**config.mk**
```make
export PLATFORM = sky130hd
export DESIGN_NAME = mss_status_image
export DESIGN_NICKNAME = d
export VERILOG_FILES = /design/src/logic/mss_pkg.sv /design/src/logic/mss_status_image.sv
export SDC_FILE = /design/constraint.sdc
export NUM_CORES = 1
export LEC_CHECK = 0
export BUFFER_PORTS_ARGS = -buffer_cell sky130_fd_sc_hd__buf_4
export CAP_MARGIN = 5
export CORE_MARGIN = 2
export CORE_UTILIZATION = 25
export CTS_BUF_LIST = sky130_fd_sc_hd__clkbuf_4 sky130_fd_sc_hd__clkbuf_8
export CTS_CLUSTER_SIZE = 12
export DETAILED_ROUTE_END_ITERATION = 12
export PLACE_DENSITY = 0.45
export SYNTH_ARGS = -nofsm -noshare
export SYNTH_HDL_FRONTEND = slang
export SYNTH_SLANG_ARGS = --single-unit
```
**constraint.sdc**
```tcl
create_clock -name ref_clk -period 3.9 [get_ports ref_clk]
set_clock_uncertainty 0.1 [all_clocks]
set_input_delay 0.195 -clock ref_clk [delete_from_list [all_inputs] [get_ports ref_clk]]
set_output_delay 0.195 -clock ref_clk [all_outputs]
set_load 0.03 [all_outputs]
```
**src/logic/mss_pkg.sv**
```systemverilog
package mss_pkg;
	// image geometry
	localparam int IMG_BITS          = 64;
	localparam int OFS_ERR_PRESENT   = 0;
	localparam int OFS_PLC_ACTIVE    = 1;
	localparam int OFS_NEW_CONFIG    = 2;
	localparam int OFS_SERVO1_INPUTS = 4;
	localparam int OFS_SERVO2_INPUTS = 8;
	localparam int OFS_AUX3_INPUTS   = 12;
	localparam int OFS_SERVO1_AXIS   = 16;
	localparam int OFS_SERVO2_AXIS   = 32;
	localparam int OFS_AUX3_ENABLED  = 48;
	localparam int OFS_AUX3_POSVALID = 49;
	localparam int OFS_AUX3_STROBE1  = 54;
	localparam int OFS_AUX3_STROBE2  = 55;
	localparam int OFS_AUX3_EXTRA    = 58;
	localparam int OFS_AUX4_INPUTS   = 60;
	// status and command block sizes per mode
	localparam logic [6:0] STATUS_WORDS_STD = 7'h28;
	localparam logic [6:0] STATUS_WORDS_FOL = 7'h32;
	localparam logic [6:0] STATUS_WORDS_EXT = 7'h40;
	localparam logic [3:0] CMD_WORDS_STD    = 4'h6;
	localparam logic [3:0] CMD_WORDS_FOL    = 4'h9;
	localparam logic [3:0] CMD_WORDS_EXT    = 4'hC;
	localparam logic [7:0] CMD_CLEAR_NEWCFG = 8'h49;
	localparam logic [63:0] IMG_RESET       = 64'h0;
	localparam logic [3:0] ERR_CODE_NONE    = 4'h0;

	typedef enum logic [1:0] {
		MSS_MODE_STD = 2'b00,
		MSS_MODE_FOL = 2'b01,
		MSS_MODE_EXT = 2'b10
	} mss_mode_t;

	typedef enum logic [1:0] {
		MSS_WAIT_IDLE = 2'b00,
		MSS_WAIT_HOLD = 2'b01,
		MSS_WAIT_GO   = 2'b10
	} mss_wait_t;

	// per-servo-axis status, bit 0 lands at the axis base offset
	typedef struct packed {
		logic followVelLimit;
		logic followEnabled;
		logic reserved;
		logic servoReady;
		logic torqueLimit;
		logic errorLimit;
		logic strobe2;
		logic strobe1;
		logic inZone;
		logic moving;
		logic programActive;
		logic driveEnabled;
		logic posValid;
		logic axisEnabled;
	} mss_axis_t;

	// aux axis 3 status
	typedef struct packed {
		logic strobe2;
		logic strobe1;
		logic posValid;
		logic axisEnabled;
	} mss_aux_t;

	// error sources grouped by where they are coded
	typedef struct packed {
		logic [3:0] general;
		logic [3:0] servo1;
		logic [3:0] servo2;
		logic [3:0] aux3;
	} mss_err_t;
endpackage : mss_pkg

```
**src/logic/mss_status_image.sv**
```systemverilog
// Behaviour
// RL1 - sixty-four status bits are delivered to the controller on every sweep
// RL2 - status word block is 40, 50 or 64 words by mode
// RL3 - controller supplies sixty-four discrete command bits every sweep
// RL4 - controller supplies 6, 9 or 12 immediate command words by mode
// RL5 - bit positions are offsets from a configurable status base address
// RL6 - faceplate levels at 04-07, 08-11, 12-15 and 60-63
// RL7 - servo status at 16 and 32 in fixed order; aux 3 at 48,49,54,55,58
// RL8 - error-present flag at offset 00 set on any detected error
// RL9 - axis errors in axis code words, others in module status code; outside follower mode aux 3 errors go to the module code
// RL10 - only clear-error command clears error flag and error code words
// RL11 - clear-error leaves flag set while the cause is still present
// RL12 - controller-control-active flag at offset 01 stays set
// RL13 - new-configuration flag at offset 02 set on reset or new configuration
// RL14 - new-configuration flag cleared only by immediate command 49h
// RL15 - controller clears new-configuration flag, then watches it and resends
// RL16 - faceplate status bits follow the current external input levels
// RL17 - wait and jump test only eight servo inputs and four control outputs
// RL18 - follower trigger selectable from eight servo and four aux 3 inputs
// RL19 - aux 4 inputs are reported but never used for wait, jump or trigger
// RL20 - a wait command holds axis motion start until the tested bit is true
// RL21 - reserved image positions always read zero
`timescale 1ns/1ps
module mss_status_image #(
	parameter int          STATUS_BASE = 0,
	parameter logic [15:0] SYNC_UNUSED = 16'h0000
) (
	input  wire logic                   ref_clk,
	input  wire logic                   reset,
	input  wire logic                   sweepStrobe,
	input  wire mss_pkg::mss_mode_t     cfgMode,
	input  wire logic                   newConfigLoad,
	input  wire logic                   clearErrorCmd,
	input  wire logic                   immCmdValid,
	input  wire logic [7:0]             immCmdCode,
	input  wire logic [3:0]             controller_driven_control_outputs,
	input  wire logic                   servo1_plus_overtravel_in,
	input  wire logic                   servo1_minus_overtravel_in,
	input  wire logic                   servo1_home_switch_in,
	input  wire logic                   servo1_strobe_level_in,
	input  wire logic                   servo2_plus_overtravel_in,
	input  wire logic                   servo2_minus_overtravel_in,
	input  wire logic                   servo2_home_switch_in,
	input  wire logic                   servo2_strobe_level_in,
	input  wire logic                   aux3_spare_in_a,
	input  wire logic                   aux3_spare_in_b,
	input  wire logic                   aux3_home_switch_in,
	input  wire logic                   aux3_strobe_level_in,
	input  wire logic                   servo1_ready_in,
	input  wire logic                   servo2_ready_in,
	input  wire logic                   aux3_extra_in,
	input  wire logic                   aux4_spare_in_a,
	input  wire logic                   aux4_spare_in_b,
	input  wire logic                   aux4_spare_in_c,
	input  wire logic                   aux4_spare_low_volt_in,
	input  wire mss_pkg::mss_axis_t     servo1Status,
	input  wire mss_pkg::mss_axis_t     servo2Status,
	input  wire mss_pkg::mss_aux_t      aux3Status,
	input  wire mss_pkg::mss_err_t      errCause,
	input  wire logic                   waitStart,
	input  wire logic [3:0]             waitSelect,
	input  wire logic [3:0]             triggerSelect,
	output logic [63:0]                 discreteStatusImage,
	output logic                        imageValid,
	output logic [31:0]                 imageBaseAddr,
	output logic [6:0]                  statusWordCount,
	output logic [3:0]                  cmdWordCount,
	output mss_pkg::mss_err_t           errCodes,
	output logic                        waitHolding,
	output logic                        motionStartOk,
	output logic                        followerTrigger
);
	import mss_pkg::*;

	// pin synchronisers: 19 faceplate levels, two flops before use
	logic [18:0] pinMeta_reg;
	logic [18:0] pinSync_reg;
	logic [18:0] pinRaw;
	assign pinRaw = {aux4_spare_low_volt_in, aux4_spare_in_c, aux4_spare_in_b,
		aux4_spare_in_a, aux3_extra_in, servo2_ready_in, servo1_ready_in,
		aux3_strobe_level_in, aux3_home_switch_in, aux3_spare_in_b,
		aux3_spare_in_a, servo2_strobe_level_in, servo2_home_switch_in,
		servo2_minus_overtravel_in, servo2_plus_overtravel_in,
		servo1_strobe_level_in, servo1_home_switch_in,
		servo1_minus_overtravel_in, servo1_plus_overtravel_in};

	always_ff @(posedge ref_clk) begin
		if (reset) begin
			pinMeta_reg <= 19'h00000;
			pinSync_reg <= 19'h00000;
		end else begin
			pinMeta_reg <= pinRaw;
			pinSync_reg <= pinMeta_reg;
		end
	end

	// synced groups; aux 4 kept apart so no selector can reach it
	logic [3:0] s1In, s2In, a3In, a4In;
	assign s1In = pinSync_reg[3:0];
	assign s2In = pinSync_reg[7:4];
	assign a3In = pinSync_reg[11:8];
	assign a4In = pinSync_reg[18:15]; // RL19

	// mode-dependent block sizes
	function automatic logic [6:0] statusWords(input mss_mode_t m);
		case (m)
			MSS_MODE_STD: statusWords = STATUS_WORDS_STD;
			MSS_MODE_FOL: statusWords = STATUS_WORDS_FOL;
			MSS_MODE_EXT: statusWords = STATUS_WORDS_EXT;
			default:      statusWords = STATUS_WORDS_STD;
		endcase
	endfunction : statusWords

	function automatic logic [3:0] cmdWords(input mss_mode_t m);
		case (m)
			MSS_MODE_STD: cmdWords = CMD_WORDS_STD;
			MSS_MODE_FOL: cmdWords = CMD_WORDS_FOL;
			MSS_MODE_EXT: cmdWords = CMD_WORDS_EXT;
			default:      cmdWords = CMD_WORDS_STD;
		endcase
	endfunction : cmdWords

	always_ff @(posedge ref_clk) begin
		if (reset) begin
			statusWordCount <= STATUS_WORDS_STD;
			cmdWordCount    <= CMD_WORDS_STD;
		end else begin
			statusWordCount <= statusWords(cfgMode); // RL2
			cmdWordCount    <= cmdWords(cfgMode); // RL4
		end
	end

	// error codes: latched per source, only clear-error wipes them
	mss_err_t errCodes_next;
	logic     anyCause;
	assign anyCause = |errCause;
	always_comb begin
		errCodes_next = errCodes;
		if (clearErrorCmd)
			errCodes_next = '0; // RL10
		// a standing cause survives the clear
		if (errCause.general != ERR_CODE_NONE)
			errCodes_next.general = errCause.general; // RL9
		if (errCause.servo1 != ERR_CODE_NONE)
			errCodes_next.servo1 = errCause.servo1; // RL9
		if (errCause.servo2 != ERR_CODE_NONE)
			errCodes_next.servo2 = errCause.servo2; // RL9
		// aux 3 errors keep their own code word only in follower mode; otherwise they go to the general code
		if (cfgMode == MSS_MODE_FOL && errCause.aux3 != ERR_CODE_NONE)
			errCodes_next.aux3 = errCause.aux3; // RL9
		else if (cfgMode != MSS_MODE_FOL && errCause.aux3 != ERR_CODE_NONE)
			errCodes_next.general = errCause.aux3;
	end

	always_ff @(posedge ref_clk) begin
		if (reset)
			errCodes <= '0;
		else
			errCodes <= errCodes_next;
	end

	// error-present flag: set beats clear
	logic errPresent_reg;
	always_ff @(posedge ref_clk) begin
		if (reset)
			errPresent_reg <= 1'b0;
		else if (anyCause)
			errPresent_reg <= 1'b1; // RL8 RL11
		else if (clearErrorCmd)
			errPresent_reg <= 1'b0; // RL10
	end

	// new-config flag; reset counts as a reset command so flag comes up set
	logic newConfig_reg;
	always_ff @(posedge ref_clk) begin
		if (reset)
			newConfig_reg <= 1'b1; // RL13
		else if (newConfigLoad)
			newConfig_reg <= 1'b1; // RL13
		else if (immCmdValid && immCmdCode == CMD_CLEAR_NEWCFG)
			newConfig_reg <= 1'b0; // RL14
	end

	// wait/jump test bit: servo inputs 1-8 then control outputs 9-12 only
	logic [11:0] testable;
	logic        testBit;
	assign testable = {controller_driven_control_outputs, s2In, s1In}; // RL17
	assign testBit  = (waitSelect < 4'hC) ? testable[waitSelect] : 1'b0;

	// follower trigger: servo inputs then aux 3, aux 4 excluded
	logic [11:0] trigSources;
	assign trigSources = {a3In, s2In, s1In}; // RL18
	always_ff @(posedge ref_clk) begin
		if (reset)
			followerTrigger <= 1'b0;
		else
			followerTrigger <= (triggerSelect < 4'hC) ? trigSources[triggerSelect] : 1'b0;
	end

	// wait machine: holds motion start until the selected bit is true
	mss_wait_t waitState_reg, waitState_next;
	always_comb begin
		waitState_next = waitState_reg;
		case (waitState_reg)
			MSS_WAIT_IDLE: if (waitStart) waitState_next = MSS_WAIT_HOLD;
			MSS_WAIT_HOLD: if (testBit) waitState_next = MSS_WAIT_GO; // RL20
			MSS_WAIT_GO:   waitState_next = MSS_WAIT_IDLE;
			default:       waitState_next = MSS_WAIT_IDLE;
		endcase
	end

	always_ff @(posedge ref_clk) begin
		if (reset)
			waitState_reg <= MSS_WAIT_IDLE;
		else
			waitState_reg <= waitState_next;
	end

	assign waitHolding   = (waitState_reg == MSS_WAIT_HOLD);
	assign motionStartOk = (waitState_reg == MSS_WAIT_GO); // RL20

	// assemble the image; reserved positions left at zero
	logic [63:0] image;
	always_comb begin
		image = IMG_RESET; // RL21
		image[OFS_ERR_PRESENT] = errPresent_reg; // RL8
		image[OFS_PLC_ACTIVE]  = 1'b1; // RL12
		image[OFS_NEW_CONFIG]  = newConfig_reg; // RL13
		image[OFS_SERVO1_INPUTS +: 4] = s1In; // RL6 RL16
		image[OFS_SERVO2_INPUTS +: 4] = s2In; // RL6 RL16
		image[OFS_AUX3_INPUTS   +: 4] = a3In; // RL6 RL16
		image[OFS_AUX4_INPUTS   +: 4] = a4In; // RL6 RL19
		image[OFS_SERVO1_AXIS +: 14] = servo1Status; // RL7
		image[OFS_SERVO1_AXIS + 10]  = pinSync_reg[12];
		image[OFS_SERVO1_AXIS + 11]  = 1'b0; // RL21
		image[OFS_SERVO2_AXIS +: 14] = servo2Status; // RL7
		image[OFS_SERVO2_AXIS + 10]  = pinSync_reg[13];
		image[OFS_SERVO2_AXIS + 11]  = 1'b0; // RL21
		image[OFS_AUX3_ENABLED]  = aux3Status.axisEnabled; // RL7
		image[OFS_AUX3_POSVALID] = aux3Status.posValid;
		image[OFS_AUX3_STROBE1]  = aux3Status.strobe1;
		image[OFS_AUX3_STROBE2]  = aux3Status.strobe2;
		image[OFS_AUX3_EXTRA]    = pinSync_reg[14];
	end

	// image captured once per sweep so the controller sees a coherent set
	always_ff @(posedge ref_clk) begin
		if (reset) begin
			discreteStatusImage <= IMG_RESET;
			imageValid          <= 1'b0;
		end else begin
			imageValid <= sweepStrobe;
			if (sweepStrobe)
				discreteStatusImage <= image; // RL1
		end
	end

	assign imageBaseAddr = 32'(STATUS_BASE); // RL5

	// error flag follows a cause within one edge, even across a clear
	property p_err_set;
		@(posedge ref_clk) disable iff (reset)
		anyCause |=> errPresent_reg;
	endproperty
	a_err_set: assert property (p_err_set) else $error("error flag missed cause"); // RL8

	property p_err_hold;
		@(posedge ref_clk) disable iff (reset)
		errPresent_reg && !clearErrorCmd |=> errPresent_reg;
	endproperty
	a_err_hold: assert property (p_err_hold) else $error("error flag cleared unasked"); // RL10

	property p_err_clear;
		@(posedge ref_clk) disable iff (reset)
		clearErrorCmd && !anyCause |=> !errPresent_reg && errCodes == '0;
	endproperty
	a_err_clear: assert property (p_err_clear) else $error("clear error did not clear"); // RL10

	property p_newcfg_clear;
		@(posedge ref_clk) disable iff (reset)
		$fell(newConfig_reg) |-> $past(immCmdValid) && $past(immCmdCode) == CMD_CLEAR_NEWCFG;
	endproperty
	a_newcfg_clear: assert property (p_newcfg_clear) else $error("new config dropped badly"); // RL14

	property p_newcfg_set;
		@(posedge ref_clk) disable iff (reset)
		newConfigLoad |=> newConfig_reg;
	endproperty
	a_newcfg_set: assert property (p_newcfg_set) else $error("new config not flagged"); // RL13

	property p_image_fixed;
		@(posedge ref_clk) disable iff (reset)
		imageValid |-> discreteStatusImage[OFS_PLC_ACTIVE] && !discreteStatusImage[3]
			&& discreteStatusImage[63:59] == {$past(a4In), 1'b0};
	endproperty
	a_image_fixed: assert property (p_image_fixed) else $error("fixed image bits wrong"); // RL12

	// every position that carries nothing; a leak here would confuse controller logic
	localparam logic [63:0] RSV_MASK = 64'h0B3C_C800_C800_0008;

	property p_reserved_zero;
		@(posedge ref_clk) disable iff (reset)
		imageValid |-> (discreteStatusImage & RSV_MASK) == 64'h0;
	endproperty
	a_reserved_zero: assert property (p_reserved_zero) else $error("reserved bit set"); // RL21

	// captured pin levels are the synced levels of the capture edge
	property p_pins_follow;
		@(posedge ref_clk) disable iff (reset)
		imageValid |-> discreteStatusImage[OFS_SERVO1_INPUTS +: 12] == $past({a3In, s2In, s1In});
	endproperty
	a_pins_follow: assert property (p_pins_follow) else $error("pin levels not imaged"); // RL16

	property p_newcfg_hold;
		@(posedge ref_clk) disable iff (reset)
		newConfig_reg && !(immCmdValid && immCmdCode == CMD_CLEAR_NEWCFG) |=> newConfig_reg;
	endproperty
	a_newcfg_hold: assert property (p_newcfg_hold) else $error("new config lost"); // RL14

	property p_trigger;
		@(posedge ref_clk) disable iff (reset)
		triggerSelect < 4'hC |=> followerTrigger == $past(trigSources[triggerSelect]);
	endproperty
	a_trigger: assert property (p_trigger) else $error("trigger source wrong"); // RL18

	property p_wait;
		@(posedge ref_clk) disable iff (reset)
		waitHolding && !testBit |=> !motionStartOk;
	endproperty
	a_wait: assert property (p_wait) else $error("motion started early"); // RL20

	property p_wait_go;
		@(posedge ref_clk) disable iff (reset)
		waitHolding && testBit |=> motionStartOk ##1 !motionStartOk;
	endproperty
	a_wait_go: assert property (p_wait_go) else $error("wait did not release"); // RL20

	property p_sizes;
		@(posedge ref_clk) disable iff (reset)
		cfgMode == MSS_MODE_FOL ##1 1'b1 |-> statusWordCount == STATUS_WORDS_FOL;
	endproperty
	a_sizes: assert property (p_sizes) else $error("status size wrong"); // RL2
endmodule : mss_status_image

```
Word-level counts from Yosys, hierarchy flattened:

Index checks and enable logic that the tools add are counted.

* bits in registers: 121
* logic and storage cells: 62
* bits of input ports: 96
* output and inout port bits: 127

* bitwise operators: 1
* reduce and logical (&&, ||, !) cells: 16
* $lt $le $gt $ge: 4
* multiplexer cells: 19
* equality and inequality tests: 8

Operators with widths (number)
* 4-bit 2-to-1 mux: 6
* 16-bit 2-to-1 mux: 1
* 4-bit nonzero test: 4
* 16-bit OR reduction: 1
* 7-bit case mux with 2 select lines: 1
* 4-bit by 5-bit less-than comparator with 1-bit output, second input constant: 2
* 1-bit binary-select mux with 4-bit select: 2
* 8-bit by 7-bit == test with 1-bit output, second input constant: 1
* 4-bit less-than comparator, second input constant: 2
* 4-bit case mux with 2 select lines: 1
* 2-bit nonzero test: 4
* 1-bit 2-to-1 mux: 5
* 2-bit by 1-bit == test with 1-bit output, second input constant: 2
* 2-bit == test, second input constant: 2
* 2-bit 2-to-1 mux: 2
* 2-bit by 1-bit != test with 1-bit output, second input constant: 2
* 2-bit case mux with 2 select lines: 1
* 2-bit OR reduction: 2
* 1-bit logical AND: 3
* 2-bit zero test: 1
* 2-bit != test, second input constant: 1
* 2-bit AND reduction: 1
* 1-bit NOT: 1

Depth between registers and ports, before layout:

* depth after elaboration: 5
* depth in mapped cells: 6
* mapped depth without buffers: 5

Least setup slack after synthesis:

OpenSTA, ideal clock, no wires.

* kind: register to register
* start point: reg pinSync_reg[2]
* end point: reg waitState_reg[0]
* buffers on the path: 0
* setup time: 0.088 ns
* stages on the path, launching flop included: 5
* arrival: 1.205 ns
* slack: 2.507 ns
* cells stage by stage: dfxtp_1 > mux4_2 > nand2b_4 > and3_1 > nor4_2

* cells in the longest elaborated chain, start to end: 5

RTL lines
* start, declared: line mss_status_image.sv:77 `logic [18:0] pinSync_reg;`
* start signal, assigned: line mss_status_image.sv:93 `pinSync_reg <= pinMeta_reg;`
* 1-bit binary-select mux with 4-bit select: line mss_status_image.sv:188 `assign testBit = (waitSelect < 4'hC) ? testable[waitSelect] : 1'b0;`
* 1-bit 2-to-1 mux (not written as such): line mss_status_image.sv:188
* 1-bit 2-to-1 mux: line mss_status_image.sv:188
* 2-bit by 1-bit != test with 1-bit output (no source line)
* 2-bit AND reduction (no source line)
* end signal, assigned: line mss_status_image.sv:216 `waitState_reg <= waitState_next;`
* end, declared: line mss_status_image.sv:201 `mss_wait_t waitState_reg, waitState_next;`

No other way between the ends. The select of a mux whose other input is x is not followed.
A chain may end at the register's enable or synchronous reset.

Worst setup path after layout:

* start point: in errCause[1] (netlist bit)
* end point: reg errCodes[15] (netlist bit)

* cells in the longest elaborated chain, start to end: 4
* elaborated cells on any way between the ends: 5
* classes of those cells: mux: 2; reduce/logical: 3

RTL lines
* start, declared: line mss_status_image.sv:59 `input wire mss_pkg::mss_err_t errCause,`
* 4-bit nonzero test *: line mss_status_image.sv:149, mss_status_image.sv:151
* 1-bit logical AND: line mss_status_image.sv:151 `else if (cfgMode != MSS_MODE_FOL && errCause.aux3 != ERR_CODE_NONE)`
* 4-bit 2-to-1 mux: line mss_status_image.sv:151
* 4-bit 2-to-1 mux *: line mss_status_image.sv:149 `if (cfgMode == MSS_MODE_FOL && errCause.aux3 != ERR_CODE_NONE)`
* end signal, assigned: line mss_status_image.sv:159 `errCodes <= errCodes_next;`
* end, declared: line mss_status_image.sv:68 `output mss_pkg::mss_err_t errCodes,`

Every way passes the cells marked *; elsewhere a longest branch is shown, timed or not.

==> reports/metrics.yaml <==
floorplan:
  coreArea_um2: 17180
  dieArea_um2: 18570
  rows: 48
  num_io_pins: 223
  start_util_pct: 25.47
  die_x_um: 136.3
  dieHeight_um: 136.3
synthesis:
  netlist_area_um2: 4374
  ys_ff_latch: 116
  synth_top_family_by_area: "simple AND/OR/NAND/NOR gates"
  synth_xor_xnor_area_share_pct: 0
  synthMuxAreaShare_pct: 14.33
  syn_area_per_cell_um2: 10.51
  ys_warn_count: 0
  seq_area_frac_synth_pct: 53.09
  synth-compound-area-share_pct: 4.319
  synth-simple-area-share_pct: 15.73
  synthAdderAreaFrac_pct: 1.144
  synth_cell_type_count: 35
  synth_cells: 416
cts:
  insertion_delay_ps: 430
  cts_tree: "built"
  numCtsBuffers: 17
  cts_resized: 0
  clk_pin_slew_ps: 60
  cts_root_buf: "clkbuf_8"
  numClockSinks: 116
  post-cts-setup-buffer-count: 0
  clk_path_buf_depth: 2
  h-tree-depth: 4
timing:
  finalSetupViolations: 0
  worst_slack_ps: 1695
  finalMaxSlewViolations: 0
  worst_slew_pin_slew_ps: 904.7
  fin_tns_setup_ps: 0
  fin_crit_ps: 2205
  hold_viol: 0
  rsz0062_at_grt: "no"
  slew_headroom_pct: 39.69
  max_freq_mhz: 453.5
  whs_ps: 65.74
  period_share_pct: 56.54
placement:
  place_hpwl_um: 7045
  place.gp.congestion: 0.7287
  placed_cell_area_um2: 5640
  port_buffers: 170
  pre_cts_ws_ps: 2203
worst_setup_path:
  crit_chain: "dlygate4sd3_1, buf_4, or4_1, a21o_1, o21ai_1, dlygate4sd3_1"
  r2r_slack_ps: 1880
  critical_path.slowest_cell: "or4_1"
  critPathMaxFanout: 4
  critPathBufInv: 3
  crit_top_cell: "dlygate4sd3_1"
  arrival_ps: 2470
  max_stage_delay_ps: 620
  timing_worst_setup_path_type: "input pin to flip-flop"
  endpoint_kind: "flip-flop"
  cp-start-kind: "input pin"
  crit_family: "buffers and inverters"
  worstPathRequired_ps: 4170
layout:
  num-nets-final: 754
  largest_register_ffs: 50
  synthToLayoutAreaGrowth_pct: 55.52
  multiInputGateArea_um2: 1734
  drive_above_1_share_pct: 31.68
  final_cell_area_um2: 6803
  num-fill-cells: 1695
  diodes: 0
  seqCellArea_um2: 2322
routing:
  drtPass1Iterations: 4
  drc: 0
  route.vias.total: 3536
  drtIter0Drc: 104
  wl_per_cell_um: 11.90
  drt-total-wl_um: 10600
  drt-vias-per-instance: 3.969
  ant_nets: 0
global_route:
  grt_pass1_vias: 3502
  gr-total-overflow: 0
  grt_util_all_layers_pct: 11.63
  antenna_found_initial: 0
  grt_pass1_wl_um: 16560
  grt_max_degree: 91
worst_hold_path:
  hold_path_class: "input pin to flip-flop"
pwr:
  peakVddDrop_uv: 179.0
  p_per_area_nw_per_um2: 438.9
  leakage_nw: 3.207
outcome:
  status: "complete, no violations"
flow_run:
  cap_violations: 0
==> worst register-to-register path, cell delays in order, from the launching register on <==
cell,delay [ps]
dfxtp_1,340
mux4_2,460
nor2b_1,140
a211oi_1,210
a211oi_1,70
dlygate4sd3_1,590
==> what timing repair did <==
item,CTS,global route
hold buffers,71,0
setup endpoints to repair,0,0
hold endpoints to repair,69,0
==> layout make-up <==
type	instances	share of cell area, %
Sequential cell	116	34.14
Tap cell	225	4.138
Inverter	5	0.2759
Clock inverter	8	2.170
Clock buffer	23	4.469
Timing Repair Buffer	242	29.32
Multi-Input combinational cell	272	25.49
==> cells in the mapped netlist <==
| cell | count | area (um2) |
|---|---|---|
| dfxtp_1 | 116 | 2322 |
| nor2_1 | 69 | 259.0 |
| buf_4 | 51 | 382.9 |
| mux2i_1 | 51 | 510.5 |
| nor2b_1 | 44 | 275.3 |
| a21oi_1 | 13 | 65.06 |
| clkbuf_1 | 12 | 45.04 |
| buf_2 | 5 | 25.02 |
| inv_1 | 5 | 18.77 |
| a22oi_1 | 4 | 30.03 |
| ha_1 | 4 | 50.05 |
| mux4_2 | 4 | 90.09 |
| nand2_1 | 4 | 15.01 |
| nand2b_1 | 4 | 25.02 |
| o21ai_1 | 4 | 20.02 |
| or4_1 | 4 | 30.03 |
| a211oi_1 | 2 | 15.01 |
| buf_6 | 2 | 22.52 |
| nor4b_1 | 2 | 17.52 |
| a211o_1 | 1 | 8.760 |
| a21o_1 | 1 | 7.510 |
| a21oi_2 | 1 | 8.760 |
| a221oi_2 | 1 | 15.01 |
| a32oi_1 | 1 | 8.760 |
| a41o_1 | 1 | 10.01 |
| and2b_1 | 1 | 7.510 |
| and3_1 | 1 | 6.260 |
| conb_1 | 1 | 3.750 |
| mux4_1 | 1 | 26.28 |
| nand2b_4 | 1 | 13.76 |
| nand4_1 | 1 | 6.260 |
| nor3b_1 | 1 | 7.510 |
| nor4_1 | 1 | 6.260 |
| nor4_2 | 1 | 12.51 |
| or2_2 | 1 | 6.260 |
==> cells in the final DEF (no fill, tap or decap), drive strengths merged <==
| cell type | Yosys | final |
|---|---|---|
| nor3b | 1 | 1 |
| mux2i | 51 | 51 |
| a211oi | 2 | 2 |
| nand2 | 4 | 4 |
| inv | 5 | 5 |
| a41o | 1 | 1 |
| a21oi | 14 | 14 |
| nand2b | 5 | 5 |
| nor4 | 2 | 2 |
| nor2 | 69 | 69 |
| mux4 | 5 | 5 |
| or2 | 1 | 1 |
| and3 | 1 | 1 |
| bufinv | 0 | 4 |
| nor2b | 44 | 44 |
| a21o | 1 | 1 |
| o21ai | 4 | 4 |
| ha | 4 | 4 |
| nand4 | 1 | 1 |
| buf | 58 | 171 |
| dfxtp | 116 | 116 |
| conb | 1 | 48 |
| clkinv | 0 | 1 |
| and2b | 1 | 1 |
| nor4b | 2 | 2 |
| clkbuf | 12 | 23 |
| dlygate4sd3 | 0 | 71 |
| a22oi | 4 | 4 |
| a32oi | 1 | 1 |
| a221oi | 1 | 1 |
| clkinvlp | 0 | 3 |
| a211o | 1 | 1 |
| or4 | 4 | 4 |
==> path summary, 6_finish.rpt <==
kind,start,depth (start not counted),to
worst max register to register,pinSync_reg[2],5,followerTrigger
worst max-delay path,errCause[1],6,errCodes[15]
worst min-delay path,cfgMode[0],3,cmdWordCount[0]
worst min register to register,pinMeta_reg[2],1,pinSync_reg[2]
==> per-stage QoR <==
stage	std cells	utilization [%]	total power, mW
6_report	891	39.61	2.986
5_1_grt	891	39.61	3.139
4_1_cts	891	39.61	3.041
3_5_place_dp	789	32.84	1.710
3_3_place_gp	789	32.84	1.706
2_1_floorplan	463	-	1.584
==> power by group <==
| part | internal, mW | switching (mW) | total, mW | leakage [nW] |
|---|---|---|---|---|
| Sequential | 1.24 | 0.0270 | 1.27 | 0.957 |
| Clock | 0.775 | 0.472 | 1.25 | 0.221 |
| Combinational | 0.213 | 0.256 | 0.469 | 2.03 |
| Total | 2.23 | 0.755 | 2.99 | 3.21 |
==> per-layer routing <==
metal | wire (um) | track usage (%) | share of wire [%]
met1 | 4445 | 13.32 | 42
met2 | 5135 | 18.57 | 48
met3 | 860 | 5.183 | 8.1
met4 | 157 | 5.382 | 1.5
met5 | 0 | 0 | 0
==> cells by family (layout without fill, tap and decap cells) <==
group / count (synthesis) / after routing
muxes: 56 / 56
adders and majority gates: 4 / 4
other: 1 / 48
AOI/OAI and AO/OA: 29 / 29
DFF: 116 / 116
and+or+nand+nor: 135 / 135
buffers and inverters: 75 / 278
Power figures use the tool's default switching activity.
